===== src/rx_cdr_pkg.sv =====
package rx_cdr_pkg;

  // Register bus geometry.
  localparam int ADDR_W = 4;
  localparam int REG_W  = 16;

  // Register word indices.
  localparam logic [3:0] OFS_CTRL     = 4'h0;
  localparam logic [3:0] OFS_STATUS   = 4'h1;
  localparam logic [3:0] OFS_THRESH   = 4'h2;
  localparam logic [3:0] OFS_SLIP     = 4'h3;
  localparam logic [3:0] OFS_INT_STAT = 4'h4;
  localparam logic [3:0] OFS_INT_MASK = 4'h5;

  // Control register fields.
  localparam int CTRL_FORCE_REF  = 0;
  localparam int CTRL_FORCE_DATA = 1;
  localparam int CTRL_CFG_LSB    = 2;
  localparam int CTRL_ALIGN_MAN  = 4;
  localparam int CTRL_W          = 5;

  // Status register fields.
  localparam int STAT_LOCKED   = 0;
  localparam int STAT_SIGDET   = 1;
  localparam int STAT_FIFO_ERR = 2;
  localparam int STAT_SLIP_LSB = 4;

  // Interrupt bits, shared by the sticky status and the mask.
  localparam int INT_LOCK_CHG = 0;
  localparam int INT_SIGDET   = 1;
  localparam int INT_FIFO_ERR = 2;
  localparam int INT_W        = 3;

  // Slip command bit.
  localparam int SLIP_GO = 0;

  // Reset values.
  localparam logic [4:0] CTRL_RESET     = 5'h00;
  localparam logic [7:0] THRESH_RESET   = 8'h80;
  localparam logic [2:0] INT_MASK_RESET = 3'h0;

  // Highest bit-slip count of the manual word aligner.
  localparam logic [3:0] SLIP_TOP = 4'h9;

  // Timing: reference lock must hold this long before data tracking.
  localparam int CLK_PERIOD_NS = 50;
  localparam int LOCK_TIME_NS  = 1000;
  localparam int LOCK_CYC      = (LOCK_TIME_NS + CLK_PERIOD_NS - 1) / CLK_PERIOD_NS;

  // Channel configurations.
  typedef enum logic [1:0] {
    CFG_BASIC      = 2'h0,
    CFG_BASIC_8B10B = 2'h1,
    CFG_PIPE       = 2'h2,
    gigabit_ethernet_config = 2'h3
  } chan_cfg_t;

  // Clock recovery states, one-hot.
  typedef enum logic [1:0] {
    reference_tracking_state = 2'b01,
    DATA_TRACKING_STATE      = 2'b10
  } cdr_state_t;

endpackage


===== src/rx_fifo_if.sv =====
`timescale 1ns/1ps
`default_nettype none

interface rx_fifo_if #(
  parameter int WIDTH = 10
);
  logic             wr_valid;
  logic [WIDTH-1:0] wr_data;
  logic             rd_en;
  logic             rd_valid;
  logic [WIDTH-1:0] rd_data;
  logic             fifo_error;

  modport fifo (
    input  wr_valid,
    input  wr_data,
    input  rd_en,
    output rd_valid,
    output rd_data,
    output fifo_error
  );

  modport core (
    output wr_valid,
    output wr_data,
    output rd_en,
    input  rd_valid,
    input  rd_data,
    input  fifo_error
  );
endinterface

`default_nettype wire


===== src/rx_phase_fifo.sv =====
`timescale 1ns/1ps
`default_nettype none

module rx_phase_fifo #(
  parameter int WIDTH = 10,
  parameter int DEPTH = 8
) (
  // Clock and synchronised reset.
  input  wire logic clk_sys,
  input  wire logic rst_n,
  // Fill and drain sides.
  rx_fifo_if.fifo   port
);
  localparam int AW = $clog2(DEPTH);
  localparam int CW = $clog2(DEPTH + 1);

  logic [WIDTH-1:0] mem [DEPTH];
  logic [AW-1:0]    wptr;
  logic [AW-1:0]    rptr;
  logic [CW-1:0]    count;
  logic [CW-1:0]    next_count;
  wire              full  = (count == CW'(DEPTH));
  wire              empty = (count == '0);
  wire              push  = port.wr_valid && !full;
  wire              pop   = port.rd_en && !empty;

  // Occupancy after this edge; the error flag is built from it so it tracks the count.
  assign next_count = count + CW'(push) - CW'(pop);

  // Storage array; a word pushed into a full FIFO is dropped.
  always_ff @(posedge clk_sys)
  begin
    if (push)
      mem[wptr] <= port.wr_data;
  end

  // Pointers, count, registered read data and the full-or-empty flag.
  always_ff @(posedge clk_sys or negedge rst_n)
  begin
    if (!rst_n)
    begin
      wptr            <= '0;
      rptr            <= '0;
      count           <= '0;
      port.rd_valid   <= 1'b0;
      port.rd_data    <= '0;
      port.fifo_error <= 1'b1;
    end
    else
    begin
      wptr            <= push ? AW'((wptr == AW'(DEPTH - 1)) ? 0 : wptr + 1'b1) : wptr;
      rptr            <= pop ? AW'((rptr == AW'(DEPTH - 1)) ? 0 : rptr + 1'b1) : rptr;
      count           <= next_count;
      port.rd_valid   <= pop;
      port.rd_data    <= pop ? mem[rptr] : port.rd_data;
      port.fifo_error <= (next_count == '0) || (next_count == CW'(DEPTH));
    end
  end
endmodule

`default_nettype wire


===== src/rx_cdr_lock_and_status.sv =====
`timescale 1ns/1ps
`default_nettype none

module rx_cdr_lock_and_status
  import rx_cdr_pkg::*;
#(
  parameter int PAR_W      = 10,
  parameter int FIFO_DEPTH = 8,
  parameter int LEVEL_W    = 8,
  parameter int RECOV_DIV  = 4
) (
  // Clock and reset.
  input  wire logic                    clk_sys,
  input  wire logic                    arst_n,
  // Register port.
  input  wire logic [rx_cdr_pkg::ADDR_W-1:0] reg_addr,
  input  wire logic [rx_cdr_pkg::REG_W-1:0]  reg_wdata,
  input  wire logic                    reg_wr,
  input  wire logic                    reg_rd,
  output logic [rx_cdr_pkg::REG_W-1:0]       reg_rdata,
  // Analog receiver front end, asynchronous pins.
  input  wire logic                    freq_ok_pin,
  input  wire logic [LEVEL_W-1:0]      sig_level_pin,
  // Deserialised words, same clock.
  input  wire logic [PAR_W-1:0]        par_data,
  input  wire logic                    par_valid,
  // Fabric side.
  input  wire logic                    fifo_rd_en,
  output logic [PAR_W-1:0]             rx_data_out,
  output logic                         rx_data_valid,
  output logic                         fifo_error,
  output logic                         freq_locked,
  output logic                         signal_detect,
  output logic [3:0]                   aligner_slip_count,
  output logic                         recov_clk_out,
  output logic                         irq
);
  import rx_cdr_pkg::*;

  localparam int LCW = $clog2(LOCK_CYC + 1);
  localparam int DCW = $clog2(RECOV_DIV + 1);

  // Reset release synchroniser.
  logic rst_meta;
  logic rst_n;

  always_ff @(posedge clk_sys or negedge arst_n)
  begin
    if (!arst_n)
    begin
      rst_meta <= 1'b0;
      rst_n    <= 1'b0;
    end
    else
    begin
      rst_meta <= 1'b1;
      rst_n    <= rst_meta;
    end
  end

  // Pin synchronisers; only the second stage is read by logic.
  logic               freq_ok_meta;
  logic               freq_ok_s;
  logic [LEVEL_W-1:0] level_meta;
  logic [LEVEL_W-1:0] level_s;

  always_ff @(posedge clk_sys or negedge rst_n)
  begin
    if (!rst_n)
    begin
      freq_ok_meta <= 1'b0;
      freq_ok_s    <= 1'b0;
      level_meta   <= '0;
      level_s      <= '0;
    end
    else
    begin
      freq_ok_meta <= freq_ok_pin;
      freq_ok_s    <= freq_ok_meta;
      level_meta   <= sig_level_pin;
      level_s      <= level_meta;
    end
  end

  // Software registers.
  logic [CTRL_W-1:0]  ctrl;
  logic [7:0]         thresh;
  logic [INT_W-1:0]   int_stat;
  logic [INT_W-1:0]   int_mask;

  // Address decode.
  wire wr_ctrl   = reg_wr && (reg_addr == OFS_CTRL);
  wire wr_thresh = reg_wr && (reg_addr == OFS_THRESH);
  wire wr_slip   = reg_wr && (reg_addr == OFS_SLIP);
  wire wr_istat  = reg_wr && (reg_addr == OFS_INT_STAT);
  wire wr_imask  = reg_wr && (reg_addr == OFS_INT_MASK);

  // Control fields.
  wire       force_ref  = ctrl[CTRL_FORCE_REF];
  wire       force_data = ctrl[CTRL_FORCE_DATA];
  wire [1:0] cfg        = ctrl[CTRL_CFG_LSB +: 2];
  wire       align_man  = ctrl[CTRL_ALIGN_MAN];
  wire       slip_pulse = wr_slip && reg_wdata[SLIP_GO];
  wire       auto_lock  = !force_data && !force_ref;

  // Configuration gates for the optional outputs.
  wire sigdet_allowed = (cfg == CFG_BASIC_8B10B) || (cfg == CFG_PIPE);
  wire gbe_cfg        = (cfg == gigabit_ethernet_config);

  // Control, threshold and mask registers.
  always_ff @(posedge clk_sys or negedge rst_n)
  begin
    if (!rst_n)
    begin
      ctrl     <= CTRL_RESET;
      thresh   <= THRESH_RESET;
      int_mask <= INT_MASK_RESET;
    end
    else
    begin
      ctrl     <= wr_ctrl ? reg_wdata[CTRL_W-1:0] : ctrl;
      thresh   <= wr_thresh ? reg_wdata[7:0] : thresh;
      int_mask <= wr_imask ? reg_wdata[INT_W-1:0] : int_mask;
    end
  end

  // Clock recovery lock state machine.
  cdr_state_t     state;
  cdr_state_t     next_state;
  logic [LCW-1:0] lock_cnt;
  logic [LCW-1:0] next_lock_cnt;
  wire            lock_done = (lock_cnt == LCW'(LOCK_CYC - 1));

  // Automatic mode waits for a steady frequency match; forcing overrides it.
  always_comb
  begin
    next_state    = state;
    next_lock_cnt = '0;
    if (force_data)
      next_state = DATA_TRACKING_STATE;
    else if (force_ref)
      next_state = reference_tracking_state;
    else
    begin
      unique case (state)
        reference_tracking_state:
        begin
          if (freq_ok_s && lock_done)
            next_state = DATA_TRACKING_STATE;
          else if (freq_ok_s)
            next_lock_cnt = lock_cnt + 1'b1;
        end
        DATA_TRACKING_STATE:
        begin
          if (!freq_ok_s)
            next_state = reference_tracking_state;
        end
      endcase
    end
  end

  always_ff @(posedge clk_sys or negedge rst_n)
  begin
    if (!rst_n)
    begin
      state    <= reference_tracking_state;
      lock_cnt <= '0;
    end
    else
    begin
      state    <= next_state;
      lock_cnt <= next_lock_cnt;
    end
  end

  // Word aligner slip counter; wraps past the last position, idle in automatic alignment.
  logic [3:0] next_slip;

  assign next_slip = !align_man ? 4'h0 :
                     !slip_pulse ? aligner_slip_count :
                     (aligner_slip_count >= SLIP_TOP) ? 4'h0 :
                     aligner_slip_count + 4'h1;

  // Signal detect compare against the programmed threshold.
  wire next_sigdet = sigdet_allowed && (level_s > thresh);

  // Recovered low-speed clock, divided from the system clock while data tracking in the gigabit Ethernet configuration.
  logic [DCW-1:0] div_cnt;
  wire            recov_run = gbe_cfg && (state == DATA_TRACKING_STATE);
  wire            div_wrap  = (div_cnt == DCW'(RECOV_DIV / 2 - 1));

  always_ff @(posedge clk_sys or negedge rst_n)
  begin
    if (!rst_n)
    begin
      div_cnt       <= '0;
      recov_clk_out <= 1'b0;
    end
    else
    begin
      div_cnt       <= (!recov_run || div_wrap) ? '0 : div_cnt + 1'b1;
      recov_clk_out <= !recov_run ? 1'b0 : (div_wrap ? !recov_clk_out : recov_clk_out);
    end
  end

  // Registered status outputs.
  always_ff @(posedge clk_sys or negedge rst_n)
  begin
    if (!rst_n)
    begin
      freq_locked        <= 1'b0;
      signal_detect      <= 1'b0;
      aligner_slip_count <= 4'h0;
    end
    else
    begin
      freq_locked        <= (state == DATA_TRACKING_STATE);
      signal_detect      <= next_sigdet;
      aligner_slip_count <= next_slip;
    end
  end

  // Phase compensation FIFO between the deserialiser and the fabric.
  rx_fifo_if #(.WIDTH(PAR_W)) fifo_bus ();

  assign fifo_bus.wr_valid = par_valid;
  assign fifo_bus.wr_data  = par_data;
  assign fifo_bus.rd_en    = fifo_rd_en;
  assign rx_data_out       = fifo_bus.rd_data;
  assign rx_data_valid     = fifo_bus.rd_valid;
  assign fifo_error        = fifo_bus.fifo_error;

  rx_phase_fifo #(
    .WIDTH (PAR_W),
    .DEPTH (FIFO_DEPTH)
  ) u_fifo (
    .clk_sys (clk_sys),
    .rst_n   (rst_n),
    .port    (fifo_bus.fifo)
  );

  // Interrupt events; a set in the same cycle as a clear wins.
  logic             locked_d;
  logic             sigdet_d;
  logic             fifo_err_d;
  logic [INT_W-1:0] events;
  logic [INT_W-1:0] clr_bits;

  assign events[INT_LOCK_CHG] = (freq_locked != locked_d);
  assign events[INT_SIGDET]   = signal_detect && !sigdet_d;
  assign events[INT_FIFO_ERR] = fifo_error && !fifo_err_d;
  assign clr_bits             = wr_istat ? reg_wdata[INT_W-1:0] : '0;

  always_ff @(posedge clk_sys or negedge rst_n)
  begin
    if (!rst_n)
    begin
      locked_d   <= 1'b0;
      sigdet_d   <= 1'b0;
      fifo_err_d <= 1'b1;
      int_stat   <= '0;
      irq        <= 1'b0;
    end
    else
    begin
      locked_d   <= freq_locked;
      sigdet_d   <= signal_detect;
      fifo_err_d <= fifo_error;
      int_stat   <= (int_stat & ~clr_bits) | events;
      irq        <= |(int_stat & int_mask);
    end
  end

  // Read data selection.
  logic [REG_W-1:0] status_word;
  logic [REG_W-1:0] rd_mux;

  assign status_word = REG_W'({aligner_slip_count, 1'b0, fifo_error, signal_detect, freq_locked});
  assign rd_mux = (reg_addr == OFS_CTRL)     ? REG_W'(ctrl) :
                  (reg_addr == OFS_STATUS)   ? status_word :
                  (reg_addr == OFS_THRESH)   ? REG_W'(thresh) :
                  (reg_addr == OFS_INT_STAT) ? REG_W'(int_stat) :
                  (reg_addr == OFS_INT_MASK) ? REG_W'(int_mask) :
                  '0;

  // Read data stand for the one cycle after the read strobe.
  always_ff @(posedge clk_sys or negedge rst_n)
  begin
    if (!rst_n)
      reg_rdata <= '0;
    else
      reg_rdata <= reg_rd ? rd_mux : '0;
  end
endmodule

`default_nettype wire


===== config.mk =====
export PLATFORM = sky130hd
export DESIGN_NAME = rx_cdr_lock_and_status
export DESIGN_NICKNAME = d
export VERILOG_FILES = /design/src/rx_cdr_pkg.sv /design/src/rx_fifo_if.sv /design/src/rx_phase_fifo.sv /design/src/rx_cdr_lock_and_status.sv
export SDC_FILE = /design/constraint.sdc
export NUM_CORES = 1
export LEC_CHECK = 0
export BUFFER_PORTS_ARGS = -buffer_cell sky130_fd_sc_hd__clkbuf_2
export CAP_MARGIN = 20
export CORE_ASPECT_RATIO = 0.5
export CORE_MARGIN = 2
export CORE_UTILIZATION = 35
export DETAILED_ROUTE_END_ITERATION = 10
export PLACE_DENSITY = 0.5
export SYNTH_ARGS = -nofsm -noshare
export SYNTH_HDL_FRONTEND = slang
export SYNTH_SLANG_ARGS = --single-unit
export TNS_END_PERCENT = 100

===== constraint.sdc =====
create_clock -name clk_sys -period 5.2 [get_ports clk_sys]
set_input_delay 1.04 -clock clk_sys [delete_from_list [all_inputs] [get_ports clk_sys]]
set_output_delay 1.04 -clock clk_sys [all_outputs]
set_load 0.02 [all_outputs]

==> impl_results.md, run 1 <==
- Lkg Pwr: between 0.003 and 0.004 µW
- Reg2reg setup slack: about 2.6 ns
- Max cap viols: 0
- Cells after synthesis: 442
- Worst r2r dst: u_fifo.port.fifo_error$_DFF_PN1_
- Status: finished, final reports clean
- First drt pass iteration count: 4
- Final Max Tran Viols: 0
- CP endpoint kind: register
- First-pass GRT wire length: 20,640 µm
- Die height: 103.4 µm
- Insertion delay to the later sink of the worst-skew pair: 0.42 ns
- Maximum achievable frequency: 368.9 MHz
- Routed WL: 12,960 µm
- Hold violation count in the final report: 0
- Worst R2R Start: u_fifo.count[2]$_DFF_PN0_
- Top cells by count, synth: dfrtp_1 (86), edfxtp_1 (80), inv_1 (27), nand2_1 (26), ha_1 (25)
- CTS Buf Count: 17
- Syn avg cell area: 15.64 µm²
- Post-synth EDFFs: 80
- Initial core utilization: between 30% and 40%
- Final setup violation count: 0
- Core area: 0.01941 mm²
- Top area cells in the synthesized netlist: edfxtp_1 (35%), dfrtp_1 (31%), mux4_2 (6.5%)
- Post-CTS Resized: 0
- Cell Rows: 36
- Share of the synthesized area in the top cell type: 34.76%
- CTS tree: built
- Worst Tran Pin Value: 1.028 ns
- Post-synth top area cell: edfxtp_1
- Fin crit period: ~2.7 ns
- Clock Path Buffers: 2
- RSZ-0062 raised after global routing: no
- Final ANT Viol Nets: 0
- CP arrival: just over 3 ns
- GRT Overall Usage: a little over an eighth
- Worst r2r path cells: 11
- Port buffer count: 64
- Critical path peak fanout: 25
- Tcrit/Tclk final: 52.13%
- Clock skew: 0.01355 ns
- Root Driver: clkbuf_16
- CTS H-Tree Depth: 4
- Req. time, crit path: 5.52 ns
- Count leader, synth: dfrtp_1
- Cell variety after synth: 50
- Initial DRC count: ~200
- Total number of vias: 3,665
- Final nets: 592
- Synth Flop Type: dfrtp_1
- Total grt overflow: 0
- Number of fillers in the final layout: 1,791
- Async S/R FF share, synth: a little over half
- Share of layout cells above drive strength 1: 29.78%
- Vias in the first global route: about 3,700
- Post-CTS setup buffer count: 0
- Max_slew headroom: 31.44%
- Yosys warnings: 0
- Initial antenna violation count: 1
- Synthesized area: 0.006912 mm²
- # IOs: 81
- Synthesis-to-finish area growth: 18.43%
- PD cells: between 500 and 600 mW/mm²
- DIE AREA: 0.02096 mm²
- Worst setup endpoint: u_fifo.port.fifo_error$_DFF_PN1_
- Critical path class: input pin to register
- Worst VDD drop: roughly 0.15 mV
- FF+latch count, synth: 170
- DR vias/cell: 4.581
- Final Worst Setup Slack: 2.489 ns
- RePlAce Congestion: 0.7359
- CP Launch Point: fifo_rd_en
- Clock transition at the registers of the reported paths: 0.07 ns
- Die Wd: ~200 µm
- Hold-fix buffers, CTS: 0
- Residual DRC count: 0
- Setup TNS: 0 ns
- ANT cells: 0
- Largest net degree at the start of global routing: 83
- Hold Crit Class: register to async pin
- Sequential share of the synthesized area: 67.41%
- Clock sinks: 170
- Startpoint Class: input pin
- Avg WL per Cell: 16.21 µm
- DP HPWL: 8479 µm
- Pre-CTS setup slack: roughly 2.0 ns
-- worst max-delay path, stage by stage --
cell and delay [ns]:
clkbuf_2 0.08, a21bo_2 0.45, inv_1 0.13, ha_1 0.31, inv_1 0.06, ha_1 0.16
inv_1 0.05, fa_1 0.47, inv_1 0.05, nor3_1 0.23
-- metal layers --
| layer | track usage, % | share of wire, % | up-vias |
|---|---|---|---|
| li1 | - | - | 1767 |
| met1 | 17.96 | 49 | 1827 |
| met2 | 20.86 | 47 | 58 |
| met3 | 2.945 | 3.3 | 11 |
| met4 | 5.503 | 1.0 | 2 |
| met5 | 0 | 0.085 | - |
-- layout make-up --
cell class,instances,area (µm²),share of cell area (%)
Timing Repair Buffer,72,404.1,4.937
Inverter,27,101.3,1.238
Tap cell,266,332.8,4.066
Clock inverter,13,176.4,2.155
Clock buffer,19,432.9,5.289
Sequential cell,170,4664,56.99
Multi-Input combinational cell,233,2073,25.33
-- kinds of logic after synthesis --
logic type | count (synthesis) | synth area share, %
multiplexers | 57 | 12.26
XOR/XNOR | 6 | 0.7603
AND/OR/NAND/NOR | 80 | 5.920
other | 2 | 0.1087
buffers and inverters | 46 | 3.186
adder cells (fa/ha/maj) | 26 | 4.815
flip-flops | 170 | 67.41
AO/OA/AOI/OAI | 55 | 5.540
-- sequential cells by signal, indices dropped and copies added, names as in the netlist, 2 cells and up --
register             cells
aligner_slip_count       4
ctrl                     5
div_cnt                  3
int_mask                 3
int_stat                 3
level_meta               8
level_s                  8
lock_cnt                 5
reg_rdata                8
state                    2
thresh                   8
u_fifo.count             4
u_fifo.mem              80
u_fifo.port.rd_data     10
u_fifo.rptr              3
u_fifo.wptr              3
-- how the worst min path moves through the flow --
stage                                                     to  slack, ns  cells after the start
after floorplan                          freq_ok_s$_DFF_PN0_       0.33                      0
after global placement    u_fifo.port.rd_data[8]$_DFFE_PN0P_       0.12                      0
after detailed placement  u_fifo.port.rd_data[0]$_DFFE_PN0P_       0.12                      0
after CTS                 u_fifo.port.rd_data[0]$_DFFE_PN0P_       0.13                      0
after global routing      u_fifo.port.rd_data[8]$_DFFE_PN0P_       0.14                      0
final                     u_fifo.port.rd_data[8]$_DFFE_PN0P_       0.12                      0
-- where the power goes --
group / internal [µW] / switching [µW] / total (µW)
Sequential: 1680 / 263 / 1940
Combinational: 467 / 463 / 930
Clock: 770 / 545 / 1310
-- layout by cell type, fill, tap and decap left out, types with 4 or more instances in the layout --
| cell | count |
|---|---|
| dfrtp_1 | 84 |
| edfxtp_1 | 80 |
| clkbuf_2 | 64 |
| inv_1 | 27 |
| nand2_1 | 26 |
| ha_1 | 25 |
| mux2_2 | 21 |
| nor2_1 | 20 |
| mux4_2 | 20 |
| clkbuf_16 | 17 |
| o21ai_0 | 16 |
| mux2i_1 | 16 |
| conb_1 | 9 |
| nor3_1 | 7 |
| a21oi_1 | 6 |
| a22oi_1 | 6 |
| buf_4 | 6 |
| nor2b_1 | 5 |
| inv_6 | 5 |
| xor2_1 | 4 |
| o22ai_1 | 4 |
| nand2b_1 | 4 |
| nand3_1 | 4 |
| dfstp_2 | 4 |
-- through the flow --
step / cell area, µm² / std cells / hold WS, ns / power [µW] / utilization [%]
after global placement: 7537 / 766 / 0.1241 / 2903 / 38.82
after floorplan: 6938 / 449 / 0.3312 / 2593 / -
after detailed placement: 7537 / 766 / 0.1194 / 2922 / 38.82
final: 8185 / 800 / 0.1240 / 4184 / 42.16
after CTS: 8147 / 798 / 0.1324 / 4255 / 41.96
after global routing: 8185 / 800 / 0.1410 / 4437 / 42.16
Note: power is estimated with default switching activity, not from simulation.
==> run 2, diff against run 1 <==
Settings changed: ABC_AREA from default to 1, PLACE_DENSITY 0.5 to 0.52.
Clock period 5.2 ns to 2.3 ns, I/O delays scaled along.
==> impl_results.md, run 2 <==
- Setup TNS: 0 ns
- FF+latch count, synth: between 150 and 200
- Final Max Tran Viols: 0
- Root Driver: clkbuf_16
- Worst VDD drop: 0.5324 mV
- Residual DRC count: 0
- Count leader, synth: nand2_1
- Critical path class: register to register
- Synthesis-to-finish area growth: 18.17%
- Initial core utilization: 35.54%
- Yosys warnings: 0
- Share of the synthesized area in the top cell type: between 30% and 40%
- Tcrit/Tclk final: 92.99%
- Async S/R FF share, synth: between 50% and 60%
- DR vias/cell: 4.564
- Cell Rows: 37
- First drt pass iteration count: 4
- Final nets: 863
- Initial DRC count: 338
- Fin area: 0.008594 mm²
- PD cells: 1127 mW/mm²
- Clock skew: 0.01067 ns
- Cells after synthesis: ~700
- DIE AREA: 0.02202 mm²
- CTS tree: built
- Vias in the first global route: 5,047
- Register with the most flip-flops: u_fifo.mem
- Insertion delay to the later sink of the worst-skew pair: around 0.44 ns
- Die Wd: 207.9 µm
- Fin crit period: between 2 and 2.5 ns
- Die height: around 110 µm
- Total power draw: between 9000 and 10,000 µW
- Commonest non-fill, non-tap cell in the layout: nand2_1
- Top area cells in the synthesized netlist: edfxtp_1 (33%), dfrtp_1 (30%), nand2_1 (11%)
- Dpl cell area: approximately 0.008 mm²
- ANT cells: 0
- Top flop regs: u_fifo.mem: 80 flops, u_fifo.port.rd_data: 10 flops
- Status: finished, final reports clean
- Number of fillers in the final layout: 1,971
- Total grt overflow: 0
- Crit path max-delay cell type: fa_1
- Total number of vias: 4,920
- DP HPWL: a little over 10,000 µm
- Worst Tran Pin Value: ~0.68 ns
- Lkg Pwr: 0.004001 µW
- Req. time, crit path: ~2.7 ns
- Sequential share of the synthesized area: 64.06%
- # IOs: 81
- Routed WL: 15,550 µm
- Largest register FFs: 80
- Core area: just over 0.02 mm²
- Pre-CTS setup slack: 0.06571 ns
- Hold violation count in the final report: 0
- Final ANT Viol Nets: 0
- Most frequent cells in the layout: nand2_1 (218), dfrtp_1 (85), edfxtp_1 (80), inv_1 (76), nand3_1 (71)
- Critical path peak fanout: 3
- Synth Flop Type: dfrtp_1
- Max_slew headroom: between 50% and 60%
- Post-synth EDFFs: 80
- Max incr delay on CP: 0.48 ns
- Cell Count, Final, Fillers Out: 1,078
- # placed instances: 1,043
- Top cells by count, synth: nand2_1 (218), dfrtp_1 (86), edfxtp_1 (80), inv_1 (77), nand3_1 (71)
- Max cap viols: 0
- GRT Overall Usage: between 10% and 20%
- Post-synth top area cell: edfxtp_1
- Maximum achievable frequency: 467.6 MHz
- Synthesized area: slightly above 0.007 mm²
- Share of layout cells above drive strength 1: a little under a fifth
- Final Worst Setup Slack: 0.1613 ns
- Initial antenna violation count: 0
- Port buffer count: 64
- Clock transition at the registers of the reported paths: 0.08 ns
- Clock Path Buffers: 2
- RePlAce Congestion: between 0.8 and 0.9
- Crit-path most repeated cell: inv_1
- Syn avg cell area: 10.30 µm²
- Final setup violation count: 0
- CTS Buf Count: 17
- CTS H-Tree Depth: 4
- Cell family with most CP delay: adder cells
- Hold Crit Class: input pin to register
- Clock sinks: 170
- Largest net degree at the start of global routing: 53
- WP buf/inv: 5
- Avg WL per Cell: 14.42 µm
- CP endpoint kind: register
- First-pass GRT wire length: 26,340 µm
- Cell variety after synth: 37
- Startpoint Class: register
- CP arrival: ~2.5 ns
- Crit path cell chain: inv_2 -> ha_1 -> nand3_1 -> nand2_1 -> inv_1 -> ha_1 -> inv_1 -> ha_1 -> inv_1 -> fa_1 -> inv_1 -> nor3_2
-- run 2: cell count changes after synthesis, moves of 6 or more --
| cell | change |
|---|---|
| o21ai_1 | +7 |
| nor2_1 | +17 |
| mux4_2 | -20 |
| nand2_1 | +192 |
| nand3_1 | +67 |
| mux2_2 | -21 |
| mux2i_1 | -16 |
| a22oi_1 | -6 |
| inv_1 | +50 |
-- run 2: layer usage --
| layer | share of wire [%] | global-route usage, % | wire [µm] | vias up |
|---|---|---|---|---|
| met5 | 0 | 0 | 0 | - |
| met4 | 1.5 | 4.863 | 226 | 0 |
| met3 | 4.0 | 3.397 | 621 | 18 |
| met2 | 48 | 26.17 | 7428 | 81 |
| met1 | 47 | 19.73 | 7268 | 2379 |
| li1 | - | - | - | 2442 |
-- run 2: cell type report --
type                       count  area (µm²)  share of cell area [%]
clock inverter                15       173.9                   2.024
inverter                      79       296.5                   3.450
tap                          273       341.6                   3.974
multi-input combinational    437        2186                   25.43
sequential                   170        4663                   54.26
clock buffer                  17       425.4                   4.950
timing repair buffer          87       508.0                   5.911
-- run 2: through the flow --
step	hold WS, ns	util, %
global route	0.1061	42.00
global placement	0.2479	38.93
CTS	0.1075	41.90
detailed placement	0.2494	38.93
floorplan	0.1644	-
finish	0.1261	42.00
-- run 2: final timing paths --
check | slack (ns) | from | endpoint | cells after the start
min in group asynchronous | 0.33 | arst_n | rst_meta$_DFF_PN0_ | 2
worst max register to register | 0.16 | u_fifo.count[2]$_DFF_PN0_ | u_fifo.port.fifo_error$_DFF_PN1_ | 12
worst max-delay path | 0.16 | u_fifo.count[2]$_DFF_PN0_ | u_fifo.port.fifo_error$_DFF_PN1_ | 12
worst min register to register | 0.35 | level_meta[3]$_DFF_PN0_ | level_s[3]$_DFF_PN0_ | 0
max in group asynchronous | 1.27 | rst_n$_DFF_PN0_ | fifo_err_d$_DFF_PN1_ | 1
worst min-delay path | 0.13 | sig_level_pin[1] | level_meta[1]$_DFF_PN0_ | 1
-- run 2: worst register-to-register path, delay by kind of cell (launching register included) --
kind / cells / cell delay (ns)
adders and majority gates: 4 / 1.05
DFF: 1 / 0.37
and+or+nand+nor: 3 / 0.34
buffers and inverters: 5 / 0.30
-- run 2: logic make-up after synthesis --
kind of cell | count (synthesis) | share of synthesized area [%]
DFF | 170 | 64.06
and+or+nand+nor | 345 | 19.89
other | 2 | 0.1033
buffers and inverters | 106 | 6.314
adders and majority gates | 26 | 4.576
xor gates and xnor gates | 8 | 0.9634
AOI/OAI and AO/OA | 49 | 4.094
-- run 2: repair_timing --
action / CTS / global route
hold buffers: 1 / 0
setup buffers: 0 / 2
endpoints found under the hold margin: 2 / 0
endpoints found under the setup margin: 0 / 1
resized for setup: 0 / 2
-- run 2: report_power, final --
| group | internal (µW) | total, µW | switching [µW] |
|---|---|---|---|
| clock | 1470 | 2860 | 1390 |
| sequential | 3770 | 4070 | 305 |
| combinational | 932 | 2750 | 1820 |
==> run 3, diff against run 2 <==
--- a/config.mk
+++ b/config.mk
@@ -14,4 +14,5 @@
 export DETAILED_ROUTE_END_ITERATION = 10
 export PLACE_DENSITY = 0.52
+export REMOVE_ABC_BUFFERS = 1
 export SYNTH_ARGS = -nofsm -noshare
 export SYNTH_HDL_FRONTEND = slang
==> constraint.sdc (replaced) <==
create_clock -name clk_sys -period 2.3 [get_ports clk_sys]
set_input_delay 0.23 -clock clk_sys [delete_from_list [all_inputs] [get_ports clk_sys]]
set_output_delay 0.23 -clock clk_sys [all_outputs]
set_load 0.02 [all_outputs]
==> impl_results.md, run 3 (same netlist as run 2, synthesis figures left out) <==
- Top flop regs: u_fifo.mem: 80 flops, u_fifo.port.rd_data: 10 flops
- Proportion of power drawn by the clock network: between 20% and 30%
- Initial antenna violation count: 0
- # IOs: a little over 80
- Most frequent cells in the layout: nand2_1 (218), dfrtp_1 (85), edfxtp_1 (80), inv_1 (76), nand3_1 (71)
- Share of layout cells above drive strength 1: 17.86%
- Max_slew headroom: 64.61%
- Cell-internal power: roughly 6400 µW
- Cell Rows: 37
- Worst VDD drop: 0.6743 mV
- DIE AREA: 0.02202 mm²
- Clock sinks: 170
- Final setup violation count: 0
- Number of fillers in the final layout: 1,959
- DP HPWL: roughly 9700 µm
- Tcrit/Tclk final: 92.76%
- ANT cells: 0
- Residual DRC count: 0
- Critical path class: register to register
- GRT Overall Usage: 14.73%
- Initial core utilization: 35.54%
- Root Driver: clkbuf_16
- Synthesis-to-finish area growth: 19.39%
- Register with the most flip-flops: u_fifo.mem
- RePlAce Congestion: 0.8152
- Clock transition at the registers of the reported paths: 0.07 ns
- Critical path peak fanout: 2
- Largest register FFs: 80
- Post-CTS setup buffer count: 0
- Clock skew: 0.01020 ns
- Total grt overflow: 0
- Status: finished, final reports clean
- Max cap viols: 0
- Worst r2r dst: u_fifo.port.fifo_error$_DFF_PN1_
- Reg power frac: a little over two fifths
- Maximum achievable frequency: 468.7 MHz
- Die height: 105.9 µm
- CP endpoint kind: register
- Hold Crit Class: input pin to register
- CP arrival: between 2 and 2.5 ns
- Fin crit period: 2.134 ns
- Core area: 0.02046 mm²
- Clock Path Buffers: 2
- DR vias/cell: 4.497
- PD cells: 1119 mW/mm²
- P_sw: 3347 µW
- Insertion delay to the later sink of the worst-skew pair: 0.43 ns
- Hold violation count in the final report: 0
- Dpl cell area: 0.007965 mm²
- Worst R2R Start: u_fifo.count[3]$_DFF_PN0_
- Hold Path Depth: 3
- Avg WL per Cell: 13.84 µm
- Min Hold Slack: 0.03300 ns
- Final nets: 870
- Final ANT Viol Nets: 0
- Worst Tran Pin Value: 0.5289 ns
- First-pass GRT wire length: 24,910 µm
- Reg2reg setup slack: 0.17 ns
- Die Wd: 207.9 µm
- CTS tree: built
- Final Max Tran Viols: 0
- Port buffer count: 64
- Pre-CTS setup slack: 0.09699 ns
- CTS Buf Count: 17
- Routed WL: 15,010 µm
- Worst r2r path cells: 12
- Switching Share: 34.43%
- Largest net degree at the start of global routing: 89
- CTS H-Tree Depth: 4
- Lkg Pwr: between 0.004 and 0.005 µW
- Worst Hold Launch: reg_wdata[1]
- Hold Path Sink: int_mask[1]$_DFFE_PN0P_
- Fin area: 0.008683 mm²
- Vias in the first global route: 4,893
- Req. time, crit path: 2.65 ns
- Util after Layout: a little over two fifths
- Final Worst Setup Slack: ~0.17 ns
- RSZ-0062 raised after global routing: no
- Commonest non-fill, non-tap cell in the layout: nand2_1
- Total number of vias: 4,879
- Logic pwr share: 28.5%
- Initial DRC count: 273
- First drt pass iteration count: 5
- Startpoint Class: register
-- run 3: cell count changes in the layout (fill, tap and decap cells not counted), sizes merged --
| cell | previous run | this run |
|---|---|---|
| inv | 86 | 85 |
| buf | 22 | 20 |
| dlygate4sd3 | 1 | 10 |
| clkbuf | 81 | 82 |
| clkinvlp | 0 | 1 |
| clkinv | 8 | 5 |
| bufinv | 0 | 2 |
-- run 3: per-stage QoR --
stage	TNS, ns	power, µW	cells
after floorplan	-32.47	5867	686
after global placement	0	6778	1043
after detailed placement	0	6843	1043
after CTS	0	9798	1085
after global routing	0	10420	1085
final	0	9720	1085
-- run 3: power by group through the flow --
| stage | registers (µW) | logic, µW | clock network, µW |
|---|---|---|---|
| 4_1_cts | 4050 | 2770 | 2980 |
| 5_1_grt | 4110 | 3190 | 3120 |
| 2_1_floorplan | 4340 | 1530 | 0 |
| 3_5_place_dp | 4100 | 2740 | 0 |
| 3_3_place_gp | 4090 | 2690 | 0 |
| 6_report | 4050 | 2770 | 2900 |
-- run 3: cell type report --
class / instances / area, µm² / area share (%)
clock buffers: 18 / 439.2 / 5.058
multi-input cells: 437 / 2201 / 25.35
inverters: 79 / 296.5 / 3.415
clock inverters: 14 / 158.9 / 1.830
well taps: 273 / 341.6 / 3.934
repair buffers: 94 / 583.1 / 6.715
flip-flops and latches: 170 / 4663 / 53.70
-- run 3: worst max-delay path by stage --
stage / cells after the start / slack (ns) / to / startpoint
global route: 12 / 0.007 / u_fifo.port.fifo_error$_DFF_PN1_ / u_fifo.count[2]$_DFF_PN0_
finish: 12 / 0.17 / u_fifo.port.fifo_error$_DFF_PN1_ / u_fifo.count[3]$_DFF_PN0_
floorplan: 0 / -0.39 / aligner_slip_count[0]$_DFFE_PN0P_ / rst_n$_DFF_PN0_
global placement: 12 / 0.18 / u_fifo.port.fifo_error$_DFF_PN1_ / u_fifo.count[2]$_DFF_PN0_
detailed placement: 12 / 0.1 / u_fifo.port.fifo_error$_DFF_PN1_ / u_fifo.count[2]$_DFF_PN0_
CTS: 12 / 0.07 / u_fifo.port.fifo_error$_DFF_PN1_ / u_fifo.count[2]$_DFF_PN0_
-- run 3: routing by layer --
metal,track usage [%],wire (µm)
met4,6.383,348
met3,4.047,655
met1,18.52,6920
met2,24.09,7086
met5,0,0
-- run 3: critical path: stages, from the launching register on --
cell and delay [ns]:
dfrtp_1 0.38, inv_1 0.09, ha_4 0.13, nand3_1 0.09, nand2_1 0.10, inv_1 0.06
ha_1 0.26, inv_1 0.06, ha_2 0.16, inv_1 0.05, fa_1 0.38, xnor2_1 0.25
nor3_2 0.05
-- run 3: repair_timing --
item	CTS	global route
endpoints found under the hold margin	11	0
resized for setup	0	5
hold buffers	10	0
endpoints found under the setup margin	0	1
